`src/rtl/ssp_pkg.sv`:
```
// shared constants and types of the socket status and power register bank
`default_nettype none
package ssp_pkg;
  // register offsets within one socket block
  localparam logic [5:0] OFS_ID = 6'h00;
  localparam logic [5:0] OFS_IFS = 6'h01;
  localparam logic [5:0] OFS_PWR = 6'h02;
  localparam logic [5:0] OFS_CSC = 6'h04;
  localparam logic [5:0] OFS_CSC_CFG = 6'h05;
  localparam logic [5:0] OFS_WIN = 6'h06;
  localparam logic [5:0] OFS_DGC = 6'h16;
  localparam logic [5:0] OFS_GLB = 6'h1e;
  // index bit that selects socket b (base + 40h)
  localparam int SOCK_SEL_BIT = 6;
  localparam int BANK_BIT = 7;
  localparam logic [7:0] REG_RESET = 8'h00;
  // power control fields
  localparam int PWR_OE = 7;
  localparam int PWR_KEEP = 6;
  localparam int PWR_AUTO = 5;
  localparam int PWR_EN = 4;
  // status change flag positions
  localparam int CSC_TMO = 7;
  localparam int CSC_GPI = 4;
  localparam int CSC_CD = 3;
  localparam int CSC_RDY = 2;
  localparam int CSC_BW = 1;
  localparam int CSC_BD = 0;
  // status change enable positions
  localparam int CFG_CD = 3;
  localparam int CFG_RDY = 2;
  localparam int CFG_BW = 1;
  localparam int CFG_BD = 0;
  // detect and general control fields
  localparam int DGC_SWCD = 5;
  localparam int DGC_GPI_EDGE = 3;
  localparam int DGC_GPI_EN = 2;
  localparam logic [7:0] DGC_RW_MASK = 8'h1f;
  localparam int GLB_EWB = 1;
  // general-purpose pin select codes
  localparam logic [2:0] GP_PIN_SELECT_IN = 3'h0;
  localparam logic [2:0] GP_PIN_SELECT_OUT = 3'h1;
  localparam logic [2:0] GP_PIN_SELECT_CS = 3'h2;
  localparam logic [1:0] VPP_RSVD = 2'h3;
  localparam logic [1:0] BVD_WARN = 2'h1;
  // card detect debounce time
  localparam int CLK_PERIOD_NS = 10;
  localparam int DEBOUNCE_NS = 10000;
  localparam int DEBOUNCE_CYC = (DEBOUNCE_NS + CLK_PERIOD_NS - 1) / CLK_PERIOD_NS;

  typedef struct packed {
    logic [1:0] card_detect_n;
    logic ready;
    logic wp;
    logic [1:0] battery_volt_detect;
    logic general_input_n;
  } ssp_card_in_t;

  typedef struct packed {
    logic [1:0] vpp1_switch_ctl;
    logic [1:0] vpp2_switch_ctl;
  } ssp_vpp_t;
endpackage : ssp_pkg
`default_nettype wire

```
`src/rtl/ssp_regs.sv`:
```
// general setup register bank for two card sockets, with power and pin muxing
`default_nettype none
// Summary of operation
// - card audio input goes straight to the speaker output, untouched
// - ring-out strap low redefines socket b address pins 11:4
// - regular mode shares general pin functions; alternate mode separates them
// - socket b registers sit at the socket a index plus 40h
// - bus reset clears read/write registers unless resume with keep bit set
// - identification bits 7:6 give supported interface type, not inserted card
// - revision bit 3 writable only when unlocked and maker bit clear
// - status bit 7 is inverted general input, or one when pin is otherwise used
// - status bits 6:4 show power on, ready and write protect live
// - status bits 3:2 are inverted card detect pins
// - bits 1:0 show battery detect, or ring input for i/o cards
// - output enable bit zero tri-states the card control outputs
// - auto power bit switches socket power from card detects
// - power enable bit gates vcc and both vpp supplies
// - vpp2 field encodes to switch pair, reserved value gives zero
// - vpp1 field uses same encoding; low output only in alternate mode
// - bit 7 sets on activity timeout with compatibility; bits 6:5 zero
// - bit 4 sets on chosen general input edge when enabled
// - bit 3 sets on debounced card detect change when enabled
// - bit 2 sets on ready rising edge; zero for i/o cards
// - bit 1 sets on battery warning; zero for i/o cards
// - without write-back, reading flags clears those read as one
// - with write-back, writing one clears a flag; irq until all zero
// - registers reached through an index port then a data port
module ssp_regs #(
  parameter logic [1:0] IF_TYPE = 2'h3,
  parameter logic [2:0] REV_LOW = 3'h5,  // arbitrary value
  parameter int DEBOUNCE = ssp_pkg::DEBOUNCE_CYC
) (
  input wire logic i_ref_clk,
  input wire logic i_srst,
  input wire logic i_index_wr,
  input wire logic i_data_wr,
  input wire logic i_data_rd,
  input wire logic [7:0] i_wdata,
  output logic [7:0] o_rdata,
  input wire ssp_pkg::ssp_card_in_t [1:0] i_card,
  input wire logic i_system_bus_reset,
  input wire logic i_power_good_flag,
  input wire logic i_ring_out_led_pin,
  input wire logic [7:0] i_sockb_card_addr_pin,
  input wire logic [1:0] i_io_card,
  input wire logic [1:0] i_ring_enable,
  input wire logic [1:0] i_compat,
  input wire logic [1:0] i_activity_timeout,
  input wire logic i_rev_unlock,
  input wire logic i_maker_rev_bit,
  input wire logic [1:0][2:0] i_gp_pin_select,
  input wire logic [1:0] i_gp_out_prog_cs,
  input wire logic [7:0] i_sockb_card_addr_11_4,
  input wire logic i_card_audio_in,
  output logic o_speaker_out,
  output ssp_pkg::ssp_vpp_t [1:0] o_vpp,
  output logic [1:0] o_vcc_en,
  output logic [1:0] o_card_ctl_oe,
  output logic [1:0] o_status_change_irq,
  output logic o_alt_pin_mode,
  output logic [7:0] o_sockb_card_addr_11_4,
  output logic [7:0] o_sockb_card_addr_oe,
  output logic [1:0] o_gpio_out,
  output logic [1:0] o_gpio_oe,
  output logic o_chip_select_n
);
  import ssp_pkg::*;
  localparam int SYNC_W = 7 * 2 + 3;
  localparam int CNT_W = $clog2(DEBOUNCE + 1);
  function automatic logic [1:0] vpp_encode(input logic [1:0] field, input logic on);
    vpp_encode = (on && field != VPP_RSVD) ? field : 2'h0;
  endfunction : vpp_encode
  // pin synchronisers; stage 1 feeds stage 2 only
  logic [SYNC_W-1:0] sync1;
  logic [SYNC_W-1:0] sync2;
  logic [SYNC_W-1:0] next_sync_in;
  ssp_card_in_t [1:0] card;
  ssp_card_in_t [1:0] card_d;
  logic bus_rst;
  logic bus_rst_d;
  logic pg;
  logic strap;
  logic cs_pin;
  assign next_sync_in = {i_card, i_system_bus_reset, i_power_good_flag,
                         i_sockb_card_addr_pin[2]};
  assign card = sync2[SYNC_W-1:3];
  assign bus_rst = sync2[2];
  assign pg = sync2[1];
  assign cs_pin = sync2[0];
  always_ff @(posedge i_ref_clk)
  begin
    sync1 <= next_sync_in;
    sync2 <= sync1;
    card_d <= card;
    bus_rst_d <= bus_rst;
  end
  // strap sampled as a plain level; latched at reset release and at the end of a bus reset
  logic strap_s1;
  logic strap_s2;
  logic srst_d;
  always_ff @(posedge i_ref_clk)
  begin
    strap_s1 <= i_ring_out_led_pin;
    strap_s2 <= strap_s1;
    srst_d <= i_srst;
  end
  always_ff @(posedge i_ref_clk)
  begin
    if (i_srst)
      strap <= 1'b0;
    else if (srst_d || (bus_rst_d && !bus_rst))
      strap <= !strap_s2;
  end
  assign o_alt_pin_mode = strap;
  // index port and decode
  logic [7:0] index;
  logic sel;
  logic [5:0] ofs;
  logic bank_ok;
  assign sel = index[SOCK_SEL_BIT];
  assign ofs = index[5:0];
  assign bank_ok = !index[BANK_BIT];
  always_ff @(posedge i_ref_clk)
  begin
    if (i_srst)
      index <= REG_RESET;
    else if (i_index_wr)
      index <= i_wdata;
  end
  // per-socket storage
  logic [1:0][7:0] pwr;
  logic [1:0][7:0] cfg;
  logic [1:0][7:0] win;
  logic [1:0][7:0] dgc;
  logic [1:0][7:0] glb;
  logic [1:0] rev3;
  logic [1:0][7:0] csc;
  logic [1:0][7:0] next_csc;
  logic [1:0] wr_s;
  logic [1:0] rd_csc;
  logic [1:0] wr_csc;
  logic [1:0] bus_clr;
  // a resume reset spares a socket whose keep bit is set
  always_comb
  begin
    for (int s = 0; s < 2; s++)
    begin
      wr_s[s] = i_data_wr && bank_ok && (sel == s[0]);
      rd_csc[s] = i_data_rd && bank_ok && (sel == s[0]) && ofs == OFS_CSC;
      wr_csc[s] = wr_s[s] && ofs == OFS_CSC;
      bus_clr[s] = bus_rst && !(pg && pwr[s][PWR_KEEP]);
    end
  end

  always_ff @(posedge i_ref_clk)
  begin
    for (int s = 0; s < 2; s++)
    begin
      if (i_srst || bus_clr[s])
      begin
        pwr[s] <= REG_RESET;
        cfg[s] <= REG_RESET;
        win[s] <= REG_RESET;
        dgc[s] <= REG_RESET;
        glb[s] <= REG_RESET;
        rev3[s] <= 1'b0;
      end
      else if (wr_s[s])
      begin
        if (ofs == OFS_PWR)
          pwr[s] <= i_wdata;
        else if (ofs == OFS_CSC_CFG)
          cfg[s] <= i_wdata;
        else if (ofs == OFS_WIN)
          win[s] <= i_wdata;
        else if (ofs == OFS_DGC)
          dgc[s] <= i_wdata & DGC_RW_MASK;
        else if (ofs == OFS_GLB)
          glb[s] <= i_wdata;
        else if (ofs == OFS_ID && i_rev_unlock && !i_maker_rev_bit)
          rev3[s] <= i_wdata[3];
      end
    end
  end
  // card detect debounce; a change must hold for the full window
  logic [1:0][1:0] cd_deb;
  logic [1:0][CNT_W-1:0] cd_cnt;
  logic [1:0] cd_change;
  always_ff @(posedge i_ref_clk)
  begin
    for (int s = 0; s < 2; s++)
    begin
      cd_change[s] <= 1'b0;
      if (i_srst)
      begin
        cd_deb[s] <= 2'h3;
        cd_cnt[s] <= '0;
      end
      else if (card[s].card_detect_n == cd_deb[s])
        cd_cnt[s] <= '0;
      else if (cd_cnt[s] == CNT_W'(DEBOUNCE - 1))
      begin
        cd_deb[s] <= card[s].card_detect_n;
        cd_cnt[s] <= '0;
        cd_change[s] <= 1'b1;
      end
      else
        cd_cnt[s] <= cd_cnt[s] + 1'b1;
    end
  end
  // status change flags; a set in the clearing cycle survives
  logic [1:0][7:0] set_ev;
  logic [1:0][7:0] keep_mask;
  logic [1:0][7:0] clr;
  logic [1:0] gpi_rise;
  logic [1:0] gpi_fall;
  logic [1:0] sw_cd;
  always_comb
  begin
    for (int s = 0; s < 2; s++)
    begin
      gpi_rise[s] = card[s].general_input_n && !card_d[s].general_input_n;
      gpi_fall[s] = !card[s].general_input_n && card_d[s].general_input_n;
      sw_cd[s] = wr_s[s] && ofs == OFS_DGC && i_wdata[DGC_SWCD];
      set_ev[s] = '0;
      set_ev[s][CSC_TMO] = i_activity_timeout[s] && i_compat[s];
      set_ev[s][CSC_GPI] = dgc[s][DGC_GPI_EDGE] ? gpi_rise[s] : gpi_fall[s];
      set_ev[s][CSC_CD] = cd_change[s] || sw_cd[s];
      set_ev[s][CSC_RDY] = card[s].ready && !card_d[s].ready;
      set_ev[s][CSC_BW] = (card[s].battery_volt_detect == BVD_WARN)
                          && (card_d[s].battery_volt_detect != BVD_WARN);
      set_ev[s][CSC_BD] = !card[s].battery_volt_detect[0]
                          && card_d[s].battery_volt_detect[0];
      keep_mask[s] = '0;
      keep_mask[s][CSC_TMO] = 1'b1;
      keep_mask[s][CSC_GPI] = dgc[s][DGC_GPI_EN];
      keep_mask[s][CSC_CD] = cfg[s][CFG_CD];
      keep_mask[s][CSC_RDY] = cfg[s][CFG_RDY] && !i_io_card[s];
      keep_mask[s][CSC_BW] = cfg[s][CFG_BW] && !i_io_card[s];
      keep_mask[s][CSC_BD] = i_io_card[s] ? !i_ring_enable[s] : cfg[s][CFG_BD];
      if (glb[s][GLB_EWB])
        clr[s] = wr_csc[s] ? (i_wdata & csc[s]) : '0;
      else
        clr[s] = rd_csc[s] ? csc[s] : '0;
      next_csc[s] = ((csc[s] & ~clr[s]) | set_ev[s]) & keep_mask[s];
    end
  end

  always_ff @(posedge i_ref_clk)
  begin
    for (int s = 0; s < 2; s++)
    begin
      if (i_srst || bus_clr[s])
        csc[s] <= REG_RESET;
      else
        csc[s] <= next_csc[s];
    end
  end
  // irq stays high while any flag is one
  assign o_status_change_irq = {|csc[1], |csc[0]};
  // power gating and supply switch encoding
  logic [1:0] vcc_on;
  ssp_vpp_t [1:0] next_vpp;
  always_comb
  begin
    for (int s = 0; s < 2; s++)
    begin
      vcc_on[s] = pwr[s][PWR_EN]
                  && (!pwr[s][PWR_AUTO] || cd_deb[s] == 2'h0);
      next_vpp[s].vpp2_switch_ctl = vpp_encode(pwr[s][3:2], vcc_on[s]);
      next_vpp[s].vpp1_switch_ctl = vpp_encode(pwr[s][1:0], vcc_on[s]);
    end
  end

  always_ff @(posedge i_ref_clk)
  begin
    if (i_srst)
    begin
      o_vpp <= '0;
      o_vcc_en <= '0;
    end
    else
    begin
      o_vpp <= next_vpp;
      o_vcc_en <= vcc_on;
    end
  end

  assign o_card_ctl_oe = {pwr[1][PWR_OE], pwr[0][PWR_OE]};

  // status register view
  logic [1:0][7:0] ifs;
  logic [1:0] gp_bit;
  always_comb
  begin
    for (int s = 0; s < 2; s++)
    begin
      gp_bit[s] = (strap || i_gp_pin_select[s] == GP_PIN_SELECT_IN)
                  ? !card[s].general_input_n : 1'b1;
      ifs[s] = {gp_bit[s], vcc_on[s], card[s].ready, card[s].wp,
                ~card[s].card_detect_n,
                card[s].battery_volt_detect};
    end
  end

  // read mux; unmapped indices read zero
  logic [7:0] rd_val;
  always_comb
  begin
    rd_val = REG_RESET;
    if (!bank_ok)
      rd_val = REG_RESET;
    else if (ofs == OFS_ID)
      rd_val = {IF_TYPE, 2'h0, i_maker_rev_bit | (i_rev_unlock & rev3[sel]), REV_LOW};
    else if (ofs == OFS_IFS)
      rd_val = ifs[sel];
    else if (ofs == OFS_PWR)
      rd_val = pwr[sel];
    else if (ofs == OFS_CSC)
      rd_val = csc[sel];
    else if (ofs == OFS_CSC_CFG)
      rd_val = cfg[sel];
    else if (ofs == OFS_WIN)
      rd_val = win[sel];
    else if (ofs == OFS_DGC)
      rd_val = dgc[sel];
    else if (ofs == OFS_GLB)
      rd_val = glb[sel];
  end

  always_ff @(posedge i_ref_clk)
  begin
    if (i_srst)
      o_rdata <= REG_RESET;
    else if (i_data_rd)
      o_rdata <= rd_val;
  end

  // audio is a pure wire so no retiming skew is added
  assign o_speaker_out = i_card_audio_in;

  // socket b address pins, alternate definition under low strap
  logic [7:0] alt_pins;
  assign alt_pins = {next_vpp[0].vpp2_switch_ctl[0], next_vpp[0].vpp1_switch_ctl[0],
                     next_vpp[1].vpp2_switch_ctl[0], next_vpp[1].vpp1_switch_ctl[0],
                     !pwr[1][PWR_OE], 1'b0, i_gp_out_prog_cs[0], i_gp_out_prog_cs[1]};
  assign o_sockb_card_addr_11_4 = strap ? alt_pins : i_sockb_card_addr_11_4;
  assign o_sockb_card_addr_oe = strap ? 8'hfb : 8'hff;

  // general pin sharing in the regular definition only
  always_comb
  begin
    for (int s = 0; s < 2; s++)
    begin
      o_gpio_oe[s] = !strap && i_gp_pin_select[s] == GP_PIN_SELECT_OUT;
      o_gpio_out[s] = i_gp_out_prog_cs[s];
    end
  end
  assign o_chip_select_n = strap ? cs_pin
                         : (i_gp_pin_select[0] == GP_PIN_SELECT_CS ? card[0].general_input_n : 1'b1);
endmodule : ssp_regs
`default_nettype wire

```
`config.mk`:
```
export PLATFORM = sky130hd
export DESIGN_NAME = ssp_regs
export DESIGN_NICKNAME = d
export VERILOG_FILES = /design/src/rtl/ssp_pkg.sv /design/src/rtl/ssp_regs.sv
export SDC_FILE = /design/constraint.sdc
export NUM_CORES = 1
export LEC_CHECK = 0
export BUFFER_PORTS_ARGS = -buffer_cell sky130_fd_sc_hd__buf_2
export CAP_MARGIN = 20
export CORE_ASPECT_RATIO = 0.75
export CORE_UTILIZATION = 48
export CTS_BUF_LIST = sky130_fd_sc_hd__clkbuf_4 sky130_fd_sc_hd__clkbuf_8 sky130_fd_sc_hd__clkbuf_16
export DETAILED_ROUTE_END_ITERATION = 7
export PLACE_DENSITY = 0.8
export SETUP_SLACK_MARGIN = 0.4
export SLEW_MARGIN = 5
export SYNTH_ARGS = -nofsm -noshare
export SYNTH_HDL_FRONTEND = slang
export SYNTH_SLANG_ARGS = --single-unit
```
`constraint.sdc`:
```
create_clock -name i_ref_clk -period 2.4 [get_ports i_ref_clk]
set_clock_uncertainty 0.1 [all_clocks]
set_input_delay 0.48 -clock i_ref_clk [delete_from_list [all_inputs] [get_ports i_ref_clk]]
set_output_delay 0.48 -clock i_ref_clk [all_outputs]
set_load 0.01 [all_outputs]
```
==> flow_summary.yaml <==
clock_network:
  clk_latency_ns: 0.44
  cts_buffers: 17
  path_clk_slew_ns: 0.07
  cts_tree: "built"
  cts_buffer_depth: 2
  h-tree-depth: 4
  clock-sinks: 187
  cts_hold_buf: 0
  cts_root_buf: "clkbuf_16"
synthesis:
  synth_ff_type: "dfxtp_1"
  postSynthCellCount: 806
  synth_warnings: 0
  synth_area_leaders: "dfxtp_1 49%, mux2i_1 13%, nor2_1 4.9%"
  yosys.area.top_type: "dfxtp_1"
  avgSynthCellArea_um2: 9.46
  yosysSeqAreaShare_pct: 49.1
  synth-seq-cells: 187
  netlist_area_um2: 7620
  synth_cell_types: 57
  synth_edf_count: 0
  ys_async_sr_fraction_pct: 0
  synth_top_area_share_pct: 49.1
sta:
  fin_crit_sh_pct: 83.5
  slew_viol_final: 0
  fmax_mhz: 499
  min_period_ns: 2.00
  finalSetupTns_ns: 0
  hold_viol_final: 0
  rsz0062_at_grt: "yes"
  setup_violations: 0
finish:
  multi_input_area_um2: 3730
  layout-drive-gt1-share_pct: 25.1
  fin_nets: 966
  antenna_cells: 0
  ff_latch_area_um2: 3760
  fillers: 1257
  syn_to_final_growth_pct: 20.7
  layout.cells.non_filler: 1117
pwr:
  p_per_area_nw_per_um2: 696
  irDropWorstVdd_v: 0.000468
  p_leak_uw: 0.00345
placed_design:
  port_buffers: 93
  hpwlAfterDp_um: 13100
  routabilityCongestion: 0.901
  dp.cells: 1070
routing:
  drc: 0
  drt-total-wl_um: 20000
  via_count: 6422
  via_per_inst: 5.75
  firstDrtPassIters: 5
  ant_nets: 0
  wl_per_cell_um: 17.9
  drtIter0Drc: 650
min_path:
  hold_path.class: "input pin to flop"
setup_path:
  worstPathCellList: "nand4b_1, or3b_4, buf_6, o221ai_2, o21ai_1, a221oi_1"
  cp_slowest_stage_delay_ns: 0.51
  cp.arrival_ns: 2.24
  slowest_stage: "or3b_4"
  path_class: "flop to flop"
  crit_family: "simple AND/OR/NAND/NOR gates"
  cp_num_buf_inv: 1
  required_ns: 2.63
  crit_fanout: 6
  start_kind: "flop"
  cp-end-kind: "flop"
floorplanning:
  die_h_um: 111
  dieArea_um2: 16400
  initial_core_util_pct: 49.6
  rows: 39
  placeableCoreArea_um2: 15400
  io_pins: 110
  dieWidth_um: 147
global_routing:
  grt_pass1_vias: 5732
  grt_max_degree: 45
  antenna_found_initial: 1
  track_usage_pct: 23.7
  grt_pass1_wl_um: 30100
  overflow: 0
flow_run:
  drv_cap: 0
status:
  outcome: "finished clean"
[layout by cell type, fill, tap and decap left out, types with 6 or more instances in the layout]
cell type  Yosys  final
dfxtp_1      187    178
nor2_1        99     98
mux2i_1       98     97
buf_2         11     93
nand2_1       75     69
a21oi_1       49     49
nand3_1       34     34
buf_4         18     25
o21ai_0       26     23
clkbuf_16      0     17
inv_1         14     14
nor4b_1       14     12
xor2_1         9      9
xnor2_1        9      9
mux2_2        11      9
o22ai_1        9      7
conb_1         1      7
buf_6          0      7
or3_1          7      6
nand2_2        2      6
nor3_1         6      6
a31oi_1        6      6
[cells by family after synthesis]
kind of cell | share of synthesized area, %
and+or+nand+nor | 18.4
DFF | 49.1
AOI/OAI and AO/OA | 10.0
muxes | 15.1
buffers and inverters | 4.91
xor gates and xnor gates | 2.07
adders and majority gates | 0.328
other | 0.0492
[layout make-up]
cell class | instances | share of cell area (%)
clock buffer | 20 | 4.94
timing repair buffer | 130 | 8.99
sequential | 187 | 40.9
clock inverter | 12 | 1.14
tap | 205 | 2.79
multi-input combinational | 547 | 40.5
inverter | 16 | 0.667
[per-layer routing]
layer  track usage, %  vias up  routed length, um
met5                0        -                  9
met4             10.2        2                520
met3             6.17       53               1880
met2             34.7      321               8800
met1             32.8     3058               8760
li1                 -     2988                  -
[Yosys cell counts (3+ instances only)]
cell type / instances
a211oi_1: 4
a21oi_1: 49
a221oi_1: 5
a31oi_1: 6
a32oi_1: 6
and2_1: 3
and3_1: 5
buf_1: 3
buf_2: 11
buf_4: 18
clkbuf_1: 30
dfxtp_1: 187
inv_1: 14
mux2_2: 11
mux2i_1: 98
nand2_1: 75
nand2b_1: 5
nand3_1: 34
nand3b_1: 4
nor2_1: 99
nor2_4: 3
nor2b_1: 7
nor3_1: 6
nor3b_1: 3
nor4_1: 4
nor4b_1: 14
o21ai_0: 26
o22ai_1: 9
o2bb2ai_1: 4
or3_1: 7
xnor2_1: 9
xor2_1: 9
[what timing repair did]
item | 4_1_cts | 5_1_grt
pin swaps | 2 | 8
gates resized for setup | 22 | 54
gates cloned | 0 | 1
endpoints found under the setup margin | 64 | 79
setup buffers | 8 | 6
[metrics by stage]
| stage | power [uW] | hold WS (ns) | util (%) | cell area (um2) | setup WS, ns |
|---|---|---|---|---|---|
| after floorplan | 3560 | 0.210 | - | 7640 | 0.531 |
| after global placement | 3730 | 0.211 | 53.6 | 8240 | 0.178 |
| after detailed placement | 3740 | 0.213 | 53.6 | 8240 | 0.122 |
| after CTS | 6390 | 0.0221 | 58.0 | 8920 | 0.399 |
| after global routing | 6620 | 0.0210 | 59.8 | 9200 | 0.336 |
| final | 6400 | 0.0373 | 59.8 | 9200 | 0.396 |
[worst paths after layout]
| path | startpoint | to | slack (ns) | depth (start not counted) |
|---|---|---|---|---|
| setup / recovery | index[0] | o_rdata[0] | 0.40 | 6 |
| hold / removal | i_card[2] | sync1[5] | 0.04 | 1 |
| setup reg to reg | index[0] | o_rdata[0] | 0.40 | 6 |
| hold reg to reg | sync1[7] | sync2[7] | 0.22 | 0 |
[where the power goes]
part	internal (uW)	switching, uW
Clock	1410	1270
Sequential	3170	51.1
Combinational	204	308
[state kept, by name, indices dropped and copies added, names as in the netlist, 2 cells and up]
| register | count |
|---|---|
| sync1 | 17 |
| cd_cnt | 20 |
| pwr | 14 |
| o_vpp | 8 |
| cfg | 16 |
| o_card_ctl_oe | 2 |
| index | 8 |
| csc | 12 |
| win | 16 |
| rev3 | 2 |
| cd_change | 2 |
| o_vcc_en | 2 |
| o_rdata | 8 |
| card_d | 8 |
| glb | 16 |
| cd_deb | 4 |
| sync2 | 17 |
| dgc | 10 |
No activity file was read; power rests on OpenSTA's default activity.
